File: src/shared/fsal_pkg.sv
/*
 * Shared constants and types for the field sampling and alert logic:
 * register indexes, field positions, reset values, timing tables and
 * the structs that carry sensor element data and conversion control.
 * Assumes a 250 MHz system clock and 32-bit AHB-Lite register access.
 */
`default_nettype none

package fsal_pkg;

    // ------------------------------------------------------------------
    // Clock and register map
    // ------------------------------------------------------------------
    localparam int unsigned CLK_MHZ        = 250;
    localparam logic [7:0]  IDX_CHAN_CFG   = 8'h02;
    localparam logic [7:0]  IDX_ALERT_CFG  = 8'h03;
    localparam logic [7:0]  IDX_POWER      = 8'h27;
    localparam logic [7:0]  IDX_STATUS     = 8'h28;

    localparam logic [31:0] CHAN_CFG_RST   = 32'h000001C0;
    localparam logic [31:0] CHAN_CFG_WMASK = 32'h00F801E0;
    localparam logic [31:0] ALERT_CFG_RST  = 32'h00000000;
    localparam logic [31:0] ALERT_CFG_WMASK = 32'h07F3FFFF;
    localparam logic [31:0] POWER_RST      = 32'h00000000;
    localparam logic [31:0] POWER_WMASK    = 32'h00000073;

    // ------------------------------------------------------------------
    // Field positions
    // ------------------------------------------------------------------
    localparam int unsigned POS_BW       = 21;
    localparam int unsigned POS_SCHEME   = 19;
    localparam int unsigned POS_AXIS_EN  = 6;
    localparam int unsigned POS_HOLD     = 5;
    localparam int unsigned POS_KIND     = 23;
    localparam int unsigned POS_NV_STAT  = 22;
    localparam int unsigned POS_NV_EN    = 21;
    localparam int unsigned POS_SIGNED   = 20;
    localparam int unsigned POS_ALERT_EN = 24;
    localparam int unsigned POS_LEVEL    = 0;
    localparam int unsigned POS_INACT    = 4;
    localparam int unsigned POS_MODE     = 0;
    localparam int unsigned POS_NEW_DATA = 7;
    localparam int unsigned POS_ALERT    = 6;
    localparam int unsigned POS_NV_BUSY  = 20;

    localparam logic [1:0] SCHEME_SUMMED = 2'h2;
    localparam logic [1:0] MODE_ACTIVE   = 2'h0;
    localparam logic [1:0] MODE_DUTY     = 2'h2;

    // ------------------------------------------------------------------
    // Timing tables, in microseconds
    // ------------------------------------------------------------------
    localparam int unsigned INACT_US [8] = '{500, 1000, 5000, 10000,
                                             50000, 100000, 500000, 1000000};
    // Rows by bandwidth code, columns by one, two or three axes.
    localparam int unsigned UPDATE_US [8][3] = '{
        '{160, 330, 495}, '{80, 170, 255}, '{40, 90, 135}, '{160, 330, 495},
        '{64, 138, 207},  '{32, 74, 111},  '{16, 42, 63},  '{160, 330, 495}};
    localparam int unsigned NO_AXIS_US = 1;

    // ------------------------------------------------------------------
    // Types
    // ------------------------------------------------------------------
    typedef enum logic [1:0] {
        ST_SLEEP    = 2'b00,
        ST_CONVERT  = 2'b01,
        ST_EVAL     = 2'b10,
        ST_INACTIVE = 2'b11
    } fsal_state_t;

    typedef struct packed {
        logic [11:0] x_inner;
        logic [11:0] y_inner;
        logic [11:0] z_inner;
        logic [11:0] x_east;
        logic [11:0] x_west;
        logic [11:0] y_north;
        logic [11:0] y_south;
    } fsal_elems_t;

    typedef struct packed {
        logic       busy;
        logic [2:0] axis_en;
        logic       fir_en;
        logic [2:0] filter_rate_choice;
    } fsal_conv_t;

endpackage

`default_nettype wire

File: src/rtl/fsal_core.sv
/*
 * Duty-cycled conversion sequencer, element scheme selection and field
 * alert detection with register access over AHB-Lite.
 * Assumes element samples are synchronous to clk_sys and valid whenever
 * a conversion ends, and that the nonvolatile store answers a log
 * request with a one-cycle acknowledge.
 */
`default_nettype none

module fsal_core
    import fsal_pkg::*;
#(
    parameter int unsigned CYCLES_PER_US = CLK_MHZ
) (
    // Clock and reset
    input  wire logic        clk_sys,
    input  wire logic        srst,
    // AHB-Lite slave
    input  wire logic        hsel,
    input  wire logic [31:0] haddr,
    input  wire logic [1:0]  htrans,
    input  wire logic        hwrite,
    input  wire logic [2:0]  hsize,
    input  wire logic [31:0] hwdata,
    input  wire logic        hready,
    output logic             hreadyout,
    output logic             hresp,
    output logic [31:0]      hrdata,
    // Sensor elements and conversion control
    input  wire fsal_elems_t elems,
    output fsal_conv_t       conv,
    output logic [35:0]      field_data,
    // Alert pin and nonvolatile log
    output logic             alert_n,
    output logic             nv_log_req,
    input  wire logic        nv_log_ack
);

    // ------------------------------------------------------------------
    // Registers
    // ------------------------------------------------------------------
    logic [31:0] chan_cfg;
    logic [31:0] alert_cfg;
    logic [31:0] power;
    logic        new_data;
    logic        alert;
    logic        ph_write;
    logic        ph_valid;
    logic [7:0]  ph_idx;
    logic        rd_status;

    fsal_state_t state;
    logic [31:0] cnt;
    logic [11:0] data_x;
    logic [11:0] data_y;
    logic [11:0] data_z;
    logic [11:0] ref_x;
    logic [11:0] ref_y;
    logic [11:0] ref_z;
    logic [1:0]  mode_prev;
    logic        cond;
    logic        cond_prev;

    logic [2:0]  bw;
    logic [1:0]  scheme;
    logic [2:0]  axis_en;
    logic        hold;
    logic        kind;
    logic        nv_en;
    logic        signed_en;
    logic [2:0]  alert_en;
    logic [1:0]  mode;
    logic [2:0]  inact_code;
    logic [1:0]  n_axes;
    logic [31:0] active_cycles;
    logic [31:0] inact_cycles;
    logic        addr_ok;
    logic        wr_en;
    logic [31:0] wdata;
    logic [2:0]  axis_hit;
    logic        next_cond;
    logic        conv_end;
    logic        inact_end;
    logic        clear_alert;
    logic [11:0] sel_x;
    logic [11:0] sel_y;
    logic [35:0] cur;
    logic [35:0] refs;

    assign bw         = chan_cfg[POS_BW +: 3];
    assign scheme     = chan_cfg[POS_SCHEME +: 2];
    assign axis_en    = chan_cfg[POS_AXIS_EN +: 3];
    assign hold       = chan_cfg[POS_HOLD];
    assign kind       = alert_cfg[POS_KIND];
    assign nv_en      = alert_cfg[POS_NV_EN];
    assign signed_en  = alert_cfg[POS_SIGNED];
    assign alert_en   = alert_cfg[POS_ALERT_EN +: 3];
    assign mode       = power[POS_MODE +: 2];
    assign inact_code = power[POS_INACT +: 3];

    // ------------------------------------------------------------------
    // Timing
    // ------------------------------------------------------------------
    assign n_axes = 2'($countones(axis_en));
    always_comb begin
        if (n_axes == 2'h0) begin
            active_cycles = 32'(NO_AXIS_US * CYCLES_PER_US);
        end else begin
            active_cycles = 32'(UPDATE_US[bw][n_axes - 2'h1] * CYCLES_PER_US);
        end
    end
    assign inact_cycles = 32'(INACT_US[inact_code] * CYCLES_PER_US);
    assign conv_end     = (state == ST_CONVERT) && (cnt >= active_cycles - 32'h1);
    assign inact_end    = (state == ST_INACTIVE) && (cnt >= inact_cycles - 32'h1);

    // ------------------------------------------------------------------
    // Bus slave
    // ------------------------------------------------------------------
    // Zero wait states: a read returns the value at its address phase,
    // so a read directly behind a write to the same word sees old data.
    assign hreadyout = 1'b1;
    assign hresp     = 1'b0;
    assign addr_ok   = (haddr[31:10] == 22'h0) && (haddr[1:0] == 2'h0);
    assign wr_en     = ph_valid && ph_write;
    assign wdata     = hwdata;
    assign clear_alert = wr_en && (ph_idx == IDX_STATUS) && wdata[POS_ALERT];

    always_ff @(posedge clk_sys) begin
        if (srst) begin
            ph_valid <= 1'b0;
            ph_write <= 1'b0;
            ph_idx   <= 8'h00;
        end else begin
            ph_valid <= hsel && hready && htrans[1];
            ph_write <= hwrite;
            ph_idx   <= addr_ok ? haddr[9:2] : 8'hFF;
        end
    end

    always_ff @(posedge clk_sys) begin
        if (srst) begin
            hrdata    <= 32'h00000000;
            rd_status <= 1'b0;
        end else begin
            rd_status <= 1'b0;
            if (hsel && hready && htrans[1] && !hwrite) begin
                if (addr_ok && haddr[9:2] == IDX_CHAN_CFG) begin
                    hrdata <= chan_cfg;
                end else if (addr_ok && haddr[9:2] == IDX_ALERT_CFG) begin
                    hrdata <= alert_cfg;
                end else if (addr_ok && haddr[9:2] == IDX_POWER) begin
                    hrdata <= power;
                end else if (addr_ok && haddr[9:2] == IDX_STATUS) begin
                    hrdata    <= 32'h0 | (32'(new_data) << POS_NEW_DATA)
                               | (32'(alert) << POS_ALERT) | (32'(nv_log_req) << POS_NV_BUSY);
                    rd_status <= 1'b1;
                end else begin
                    hrdata <= 32'h00000000;
                end
            end
        end
    end

    always_ff @(posedge clk_sys) begin
        if (srst) begin
            chan_cfg <= CHAN_CFG_RST;
            power    <= POWER_RST;
        end else if (wr_en && ph_idx == IDX_CHAN_CFG) begin
            chan_cfg <= wdata & CHAN_CFG_WMASK;
        end else if (wr_en && ph_idx == IDX_POWER) begin
            power <= wdata & POWER_WMASK;
        end
    end

    // The logged flag is set by the store acknowledge; set wins a write.
    always_ff @(posedge clk_sys) begin
        if (srst) begin
            alert_cfg <= ALERT_CFG_RST;
        end else begin
            if (wr_en && ph_idx == IDX_ALERT_CFG) begin
                alert_cfg <= wdata & ALERT_CFG_WMASK;
            end
            if (nv_log_req && nv_log_ack) begin
                alert_cfg[POS_NV_STAT] <= 1'b1;
            end
        end
    end

    // ------------------------------------------------------------------
    // Sequencer
    // ------------------------------------------------------------------
    always_ff @(posedge clk_sys) begin
        if (srst) begin
            state <= ST_SLEEP;
            cnt   <= 32'h0;
        end else begin
            cnt <= cnt + 32'h1;
            case (state)
                ST_SLEEP: begin
                    cnt <= 32'h0;
                    if (mode == MODE_ACTIVE || mode == MODE_DUTY) begin
                        state <= ST_CONVERT;
                    end
                end
                ST_CONVERT: begin
                    if (mode != MODE_ACTIVE && mode != MODE_DUTY) begin
                        state <= ST_SLEEP;
                    end else if (conv_end) begin
                        state <= ST_EVAL;
                    end
                end
                ST_EVAL: begin
                    cnt <= 32'h0;
                    if (mode == MODE_DUTY) begin
                        state <= ST_INACTIVE;
                    end else if (mode == MODE_ACTIVE) begin
                        state <= ST_CONVERT;
                    end else begin
                        state <= ST_SLEEP;
                    end
                end
                ST_INACTIVE: begin
                    if (mode != MODE_DUTY) begin
                        state <= ST_SLEEP;
                        cnt   <= 32'h0;
                    end else if (inact_end) begin
                        state <= ST_CONVERT;
                        cnt   <= 32'h0;
                    end
                end
                default: state <= ST_SLEEP;
            endcase
        end
    end

    assign conv.busy               = (state == ST_CONVERT);
    assign conv.axis_en            = axis_en;
    assign conv.fir_en             = (bw == 3'h0) || (bw == 3'h1) || (bw == 3'h2);
    assign conv.filter_rate_choice = bw;

    // ------------------------------------------------------------------
    // Sample capture
    // ------------------------------------------------------------------
    // Reserved scheme code 1 falls back to the inner elements.
    assign sel_x = (scheme == SCHEME_SUMMED) ? 12'(elems.x_east + elems.x_west)
                                             : elems.x_inner;
    assign sel_y = (scheme == SCHEME_SUMMED) ? 12'(elems.y_north + elems.y_south)
                                             : elems.y_inner;

    always_ff @(posedge clk_sys) begin
        if (srst) begin
            data_x <= 12'h000;
            data_y <= 12'h000;
            data_z <= 12'h000;
        end else if (conv_end) begin
            if (axis_en[0]) data_x <= sel_x;
            if (axis_en[1]) data_y <= sel_y;
            if (axis_en[2]) data_z <= elems.z_inner;
        end
    end
    assign field_data = {data_z, data_y, data_x};

    // Reference is the last sample held when duty-cycled mode is entered.
    always_ff @(posedge clk_sys) begin
        if (srst) begin
            mode_prev <= POWER_RST[1:0];
            ref_x     <= 12'h000;
            ref_y     <= 12'h000;
            ref_z     <= 12'h000;
        end else begin
            mode_prev <= mode;
            if (mode == MODE_DUTY && mode_prev != MODE_DUTY) begin
                ref_x <= data_x;
                ref_y <= data_y;
                ref_z <= data_z;
            end
        end
    end

    // ------------------------------------------------------------------
    // Alert detection
    // ------------------------------------------------------------------
    function automatic logic level_hit(input logic signed [13:0] v,
                                       input logic [5:0] t,
                                       input logic sgn);
        logic signed [13:0] sthr;
        logic [13:0]        mag;
        sthr = {{2{t[5]}}, t, 6'h00} + (t[5] ? 14'sh0040 : 14'sh003F);
        mag  = v[13] ? 14'(-v) : v;
        if (!sgn) begin
            level_hit = mag >= {3'h0, t, 5'h1F};
        end else if (t[5]) begin
            level_hit = v <= sthr;
        end else begin
            level_hit = v >= sthr;
        end
    endfunction

    assign cur  = field_data;
    assign refs = {ref_z, ref_y, ref_x};

    genvar g;
    generate
        for (g = 0; g < 3; g++) begin : g_axis
            logic signed [13:0] v;
            always_comb begin
                if (kind) begin
                    v = {{2{cur[12*g+11]}}, cur[12*g +: 12]}
                      - {{2{refs[12*g+11]}}, refs[12*g +: 12]};
                end else begin
                    v = {{2{cur[12*g+11]}}, cur[12*g +: 12]};
                end
            end
            assign axis_hit[g] = axis_en[g] && alert_en[g]
                               && level_hit(v, alert_cfg[POS_LEVEL + 6*g +: 6], signed_en);
        end
    endgenerate

    // Delta compares only on wakes in duty-cycled mode.
    assign next_cond = (|axis_hit) && (!kind || mode == MODE_DUTY);

    always_ff @(posedge clk_sys) begin
        if (srst) begin
            cond      <= 1'b0;
            cond_prev <= 1'b0;
        end else begin
            cond_prev <= cond;
            if (state == ST_EVAL) begin
                cond <= next_cond;
            end else if (mode != MODE_ACTIVE && mode != MODE_DUTY) begin
                cond <= 1'b0;
            end
        end
    end

    // A new event in the clearing cycle wins over the clear.
    always_ff @(posedge clk_sys) begin
        if (srst) begin
            alert <= 1'b0;
        end else if (!hold) begin
            alert <= cond;
        end else if (cond) begin
            alert <= 1'b1;
        end else if (clear_alert) begin
            alert <= 1'b0;
        end
    end
    assign alert_n = ~alert;

    always_ff @(posedge clk_sys) begin
        if (srst) begin
            new_data <= 1'b0;
        end else if (state == ST_EVAL) begin
            new_data <= 1'b1;
        end else if (rd_status) begin
            new_data <= 1'b0;
        end
    end

    always_ff @(posedge clk_sys) begin
        if (srst) begin
            nv_log_req <= 1'b0;
        end else if (nv_en && cond && !cond_prev) begin
            nv_log_req <= 1'b1;
        end else if (nv_log_ack) begin
            nv_log_req <= 1'b0;
        end
    end

endmodule

`default_nettype wire

File: config.mk
export PLATFORM = sky130hd
export DESIGN_NAME = fsal_core
export DESIGN_NICKNAME = d
export VERILOG_FILES = /design/src/shared/fsal_pkg.sv /design/src/rtl/fsal_core.sv
export SDC_FILE = /design/constraint.sdc
export NUM_CORES = 1
export LEC_CHECK = 0
export BUFFER_PORTS_ARGS = -buffer_cell sky130_fd_sc_hd__buf_2
export CAP_MARGIN = 20
export CORE_MARGIN = 4
export CORE_UTILIZATION = 55
export DETAILED_ROUTE_END_ITERATION = 8
export GPL_TIMING_DRIVEN = 0
export PLACE_DENSITY = 0.76
export SYNTH_ARGS = -nofsm -noshare
export SYNTH_HDL_FRONTEND = slang
export SYNTH_SLANG_ARGS = --single-unit
File: constraint.sdc
create_clock -name clk_sys -period 21.2 [get_ports clk_sys]
set_input_delay 4.24 -clock clk_sys [delete_from_list [all_inputs] [get_ports clk_sys]]
set_output_delay 4.24 -clock clk_sys [all_outputs]
set_load 0.02 [all_outputs]
* Word-level counts from Yosys, hierarchy flattened
Memories as Yosys holds them, arrays and structs flattened.
Index checks and enable logic that the tools add are counted.
** Operators by class
- Add/sub/neg operators :: 17
- Eq/ne operators :: 21
- Bitwise operators :: 8
- Mux-type cells :: 53
- Reduce and logical (&&, ||, !) cells :: 54
- Multiply operators :: 2
- Magnitude comparators :: 14
** Operators with widths (number)
- two-way mux 32 bit :: 7
- two-way mux 96 bit :: 2
- two-way mux 14 bit :: 6
- binary-select mux 32 bit (select 2 bit) :: 1
- >= comparator 32 bit :: 2
- multiplier 32 x 7 -> 31 bit (second input constant) :: 2
- case mux 32 bit (2 select lines) :: 1
- subtractor 32 x 1 -> 32 bit (second input constant) :: 2
- two-way mux 27 bit :: 2
- >= comparator 14 x 11 -> 1 bit :: 3
- >= comparator 14 x 13 -> 1 bit :: 3
- less-or-equal comparator 14 x 13 -> 1 bit :: 3
- two-way mux 21 bit :: 2
- negation 14 bit :: 3
- adder 12 x 8 -> 13 bit :: 3
- subtractor 12 x 12 -> 13 bit :: 3
- adder 32 x 1 -> 32 bit (second input constant) :: 1
- == test 8 x 2 -> 1 bit (second input constant) :: 4
- == test 8 x 6 -> 1 bit (second input constant) :: 4
- logical AND 1 bit :: 28
- adder 12 bit :: 2
- two-way mux 12 bit :: 2
- two-way mux 23 bit :: 1
- logical NOT 22 bit :: 1
- other kinds (32) :: 81
** Storage, ports and cells
- Memories kept :: 2
- Logic and storage cells :: 194
- Register bits :: 195
- Bits in read-only memories :: 1024
- Input bits :: 159
** Memories
- (name not given) :: depth 8, width 96, read ports 1, clocked after Yosys merged registers in 0, wr ports 0, line fsal_core.sv:109 : active_cycles = 32'(UPDATE_US[bw][n_axes - 2'h1] * CYCLES_PER_US);
- (name not given) :: depth 8, width 32, read ports 1, clocked after Yosys merged registers in 0, wr ports 0, line fsal_core.sv:112 : assign inact_cycles = 32'(INACT_US[inact_code] * CYCLES_PER_US);

* Logic depth before layout (Yosys ltp)
- Depth after elaboration :: 15
- Depth in mapped cells :: 39
- Mapped depth without buffers :: 36

* Least setup slack after synthesis
Ideal clock, no wire load.
- Path type :: reg2reg
- From :: register chan_cfg[6]
- To :: register data_y[4]
- Stages on the path, launching flop included :: 36
- Arrival :: 9.015 ns
- Setup slack :: 12.057 ns
- Buffers on the path :: 2
- Library setup time :: 0.128 ns
- Clock period less this slack :: 9.143 ns
- Cell sequence :: dfxtp_1 -> inv_1 -> fa_1 -> ha_1 -> clkbuf_1 -> nor2_1 -> a22oi_1 -> o21ai_0 -> fa_1 -> inv_1 -> fa_1 -> fa_1 -> fa_1 -> inv_1 -> ha_1 -> or3_1 -> o21ai_0 -> xnor2_1 -> a22o_1 -> a221oi_1 -> or3_1 -> nor2_1 -> nand2_1 -> xnor2_1 -> ha_1 -> a21o_1 -> a21o_1 -> a21o_1 -> a21o_1 -> a211o_1 -> o211ai_1 -> a311oi_1 -> o211ai_1 -> buf_2 -> mux2i_1 -> nor2_1
** Between the ends
- Cells in the longest elaborated chain, start to end :: 13
- Elaborated cells on any way between the ends :: 14
- Classes of those cells :: add/sub (4); mul (1); order compare (1); mux (4); bitwise (1); reduce/logical (3)
** Ends and longest elaborated chain
- start, declared :: line fsal_core.sv:42 : logic [31:0] chan_cfg;
- start signal, assigned :: line fsal_core.sv:169 : chan_cfg <= wdata & CHAN_CFG_WMASK;
- adder 1 x 1 -> 2 bit (not written as such) * :: line fsal_core.sv:104 : assign n_axes = 2'($countones(axis_en));
- adder 2 x 1 -> 2 bit (not written as such) * :: line fsal_core.sv:104
- subtractor 2 x 1 -> 2 bit :: line fsal_core.sv:109
- inverter 2 -> 3 bit (not written as such) :: line fsal_core.sv:109
- binary-select mux 32 bit (select 2 bit) :: line fsal_core.sv:109
- two-way mux 32 bit (not written as such) (2 in a row) :: line fsal_core.sv:109
- multiplier 32 x 7 -> 31 bit :: line fsal_core.sv:109
- two-way mux 32 bit * :: line fsal_core.sv:106 : if (n_axes == 2'h0) begin
- subtractor 32 x 1 -> 32 bit * :: line fsal_core.sv:113 : assign conv_end = (state == ST_CONVERT) && (cnt >= active_cycles - 32'h1);
- >= comparator 32 bit * :: line fsal_core.sv:113
- logical AND 1 bit * :: line fsal_core.sv:113
- AND reduction 2 bit (no line) *
- end signal, assigned :: line fsal_core.sv:257 : if (axis_en[1]) data_y <= sel_y;
- end, declared :: line fsal_core.sv:55 : logic [11:0] data_y;
Every way passes the cells marked *; elsewhere a longest branch is shown, timed or not. The select of a mux whose other input is x is not followed.
A chain may end at the register's enable or synchronous reset.

* Worst setup path after layout
- From :: register chan_cfg[6]
- To :: register data_y[3]
Same word-level chain as after synthesis.

==> impl_results.md <==
- Outcome: finished with violations
- Failing checks: DRC
- DR vias/cell: 5.76
- Crit path time final: 10680 ps
- CP max stage cell: o211ai_1
- Setup CP Type: register to register
- Finished Core Util: 0.630
- Worst-skew pair later-pin latency: 450 ps
- Slew @ Worst Pin: 1090 ps
- Setup bufs post-CTS: 0
- # nets final: 3146
- Routed WL: 53000 µm
- Hold buffers post-CTS: 0
- Max-slew headroom: 0.264
- Die area: 37700 µm²
- Tcrit/Tclk final: 0.504
- Max-cap violation count: 0
- Width of the die: 194 µm
- Syn_area_per_cell: 7.97 µm²
- Clock Sinks: 189
- Initial antenna violation count: 0
- Final max-slew violation count: 0
- WL/cell: 17.1 µm
- Fillcell total: 3061
- Max H-tree Level: 4
- Fin cells: 3097
- Dpl cell area: 20700 µm²
- Yosys top cell area share: 0.199
- Die Ht: 194 µm
- Post-route setup TNS: 0 ps
- RSZ-0062 raised after global routing: false
- Pre-antenna DRT Iters: 8
- Initial Util: 0.563
- CTS clk-pin slew, worst paths: 90 ps
- Worst slack, placed: 10300 ps
- Max stage delay on crit path: 730 ps
- Number of global-route vias before repair: 17800
- Main synth FF type: dfxtp_1
- Startpoint Class: register
- Initial DRC count: 1039
- FFs w/ async S/R, synth: 0
- Diodes inserted: 0
- Post-DP HPWL: 42900 µm
- Clk root buf: clkbuf_16
- Total track usage: 0.272
- Yosys reg bits: 189
- Total power: 0.749 mW
- I/O pin cnt: 239
- Maximum vdd drop: 50.3 µV
- Grt ovf: 0
- Seq/Total Area, Yosys: 0.199
- Area grow syn2layout: 11.9%
- First-pass GRT wire length: 86000 µm
- Hold WS: 458 ps
- LEAKAGE: 10.2 nW
- Top post-synthesis cells by area: dfxtp_1, ha_1, fa_1
- Fmax: 93.6 MHz
- Post-placement cell count: 3064
- CP Max Fanout: 10
- Arr. time, crit path: 11010 ps
- Mapped cell area: 19100 µm²
- EDFF count, synth: 0
- DRC Markers: 2
- Ys Warns: 0
- Top cells by count, synth: ha_1, nand2_1, inv_1
- Site Rows: 67
- Post-synthesis cell type count: 83
- Most used cell, CP: fa_1
- Number of buffers created by CTS: 17
- Setup violators final: 0
- Post-CTS Resized: 0
- Routed Antenna Nets: 0
- Vias: 17800
- WP data required: 21530 ps
- Internal reg-to-reg setup slack: 10520 ps
- Layout cells sized above 1: 0.119
- Core area: 33900 µm²
- Routability Congestion: 0.913
- CTS tree: yes
- Largest net degree at the start of global routing: 20
- Mapped Cells: 2389
- Most common cell in the netlist: ha_1
- Crit end category: register
- Pwr/cell area: 35.1 nW/µm²
- CTS Buffer Depth: 2
- Synth area leader: dfxtp_1
- PnR worst setup slack: 10520 ps
- Hold crit path type: register to register
- Skew final: 23.8 ps
- Final Cell Area: 21300 µm²
- Endpoints failing hold: 0
- PortBufs: 219
==> cells by family after synthesis <==
| kind of cell | share of synthesized area |
|---|---|
| AOI/OAI and AO/OA | 0.179 |
| xor gates and xnor gates | 0.0763 |
| adders and majority gates | 0.254 |
| buffers and inverters | 0.0657 |
| DFF | 0.199 |
| muxes | 0.0299 |
| other | 0.000394 |
| and+or+nand+nor | 0.196 |
==> critical path: cells and delay by family, from the launching register on <==
kind / cells / cell delay, ps
fa+ha+maj: 8 / 3650
xor+xnor: 2 / 370
buf+inv: 5 / 1010
mux: 1 / 220
compound gates: 12 / 3380
simple gates: 6 / 1320
flops: 1 / 590
==> power breakdown <==
group,leakage [nW],total [mW],internal [mW],switching (mW)
Combinational,8.35,0.0681,0.0302,0.0379
Sequential,1.53,0.358,0.357,0.00150
Clock,0.277,0.323,0.157,0.166
==> cells in the final DEF, fill, tap and decap left out, types with 11 or more instances in the layout <==
master / instances
a21oi_1: 166
o21ai_0: 92
o21a_1: 17
dfxtp_1: 189
nand4_1: 17
o211ai_1: 12
fa_1: 59
xor2_1: 60
clkbuf_16: 17
buf_4: 14
xnor2_1: 106
or3_1: 14
a22oi_1: 19
inv_1: 221
mux2i_1: 49
nor3_1: 43
clkbuf_1: 62
nor4_1: 17
a31oi_1: 20
a21o_1: 56
ha_1: 292
nor2_1: 208
and2_1: 20
nand3b_1: 11
buf_2: 232
nor2b_1: 50
nand2b_1: 29
a211oi_1: 24
nand2_1: 268
and3_1: 19
nand3_1: 51
o21bai_1: 12
==> flip-flops by register name, summed over array words and instances, names as in the netlist, 2 cells and up <==
register,cells
hrdata,26
alert_cfg,25
chan_cfg,9
data_x,12
state,2
ref_z,12
ref_x,12
data_z,12
mode_prev,2
ph_idx,8
ref_y,12
cnt,32
data_y,12
power,5
==> per-layer routing <==
| metal | track usage | share of wire |
|---|---|---|
| met1 | 0.331 | 0.41 |
| met2 | 0.485 | 0.49 |
| met3 | 0.0361 | 0.055 |
| met4 | 0.113 | 0.041 |
| met5 | 0 | 0 |
==> worst paths after layout <==
path                             from                endpoint  cells after the start
max reg2reg  chan_cfg[6]$_SDFFE_PP1P_  data_y[3]$_SDFFE_PP0P_                     34
max          chan_cfg[6]$_SDFFE_PP1P_  data_y[3]$_SDFFE_PP0P_                     34
min             ref_z[6]$_SDFFE_PP0P_   ref_z[6]$_SDFFE_PP0P_                      2
min reg2reg     ref_z[6]$_SDFFE_PP0P_   ref_z[6]$_SDFFE_PP0P_                      2
==> final cells by class <==
cell class | count | area [µm²] | area share
multi-input combinational | 1893 | 14000 | 0.659
buffer | 91 | 415 | 0.0195
tap | 448 | 561 | 0.0263
clock buffer | 17 | 425 | 0.0200
inverter | 223 | 837 | 0.0393
clock inverter | 15 | 153 | 0.00716
sequential | 189 | 3780 | 0.177
timing repair buffer | 221 | 1110 | 0.0519
Power figures use the tool's default switching activity.
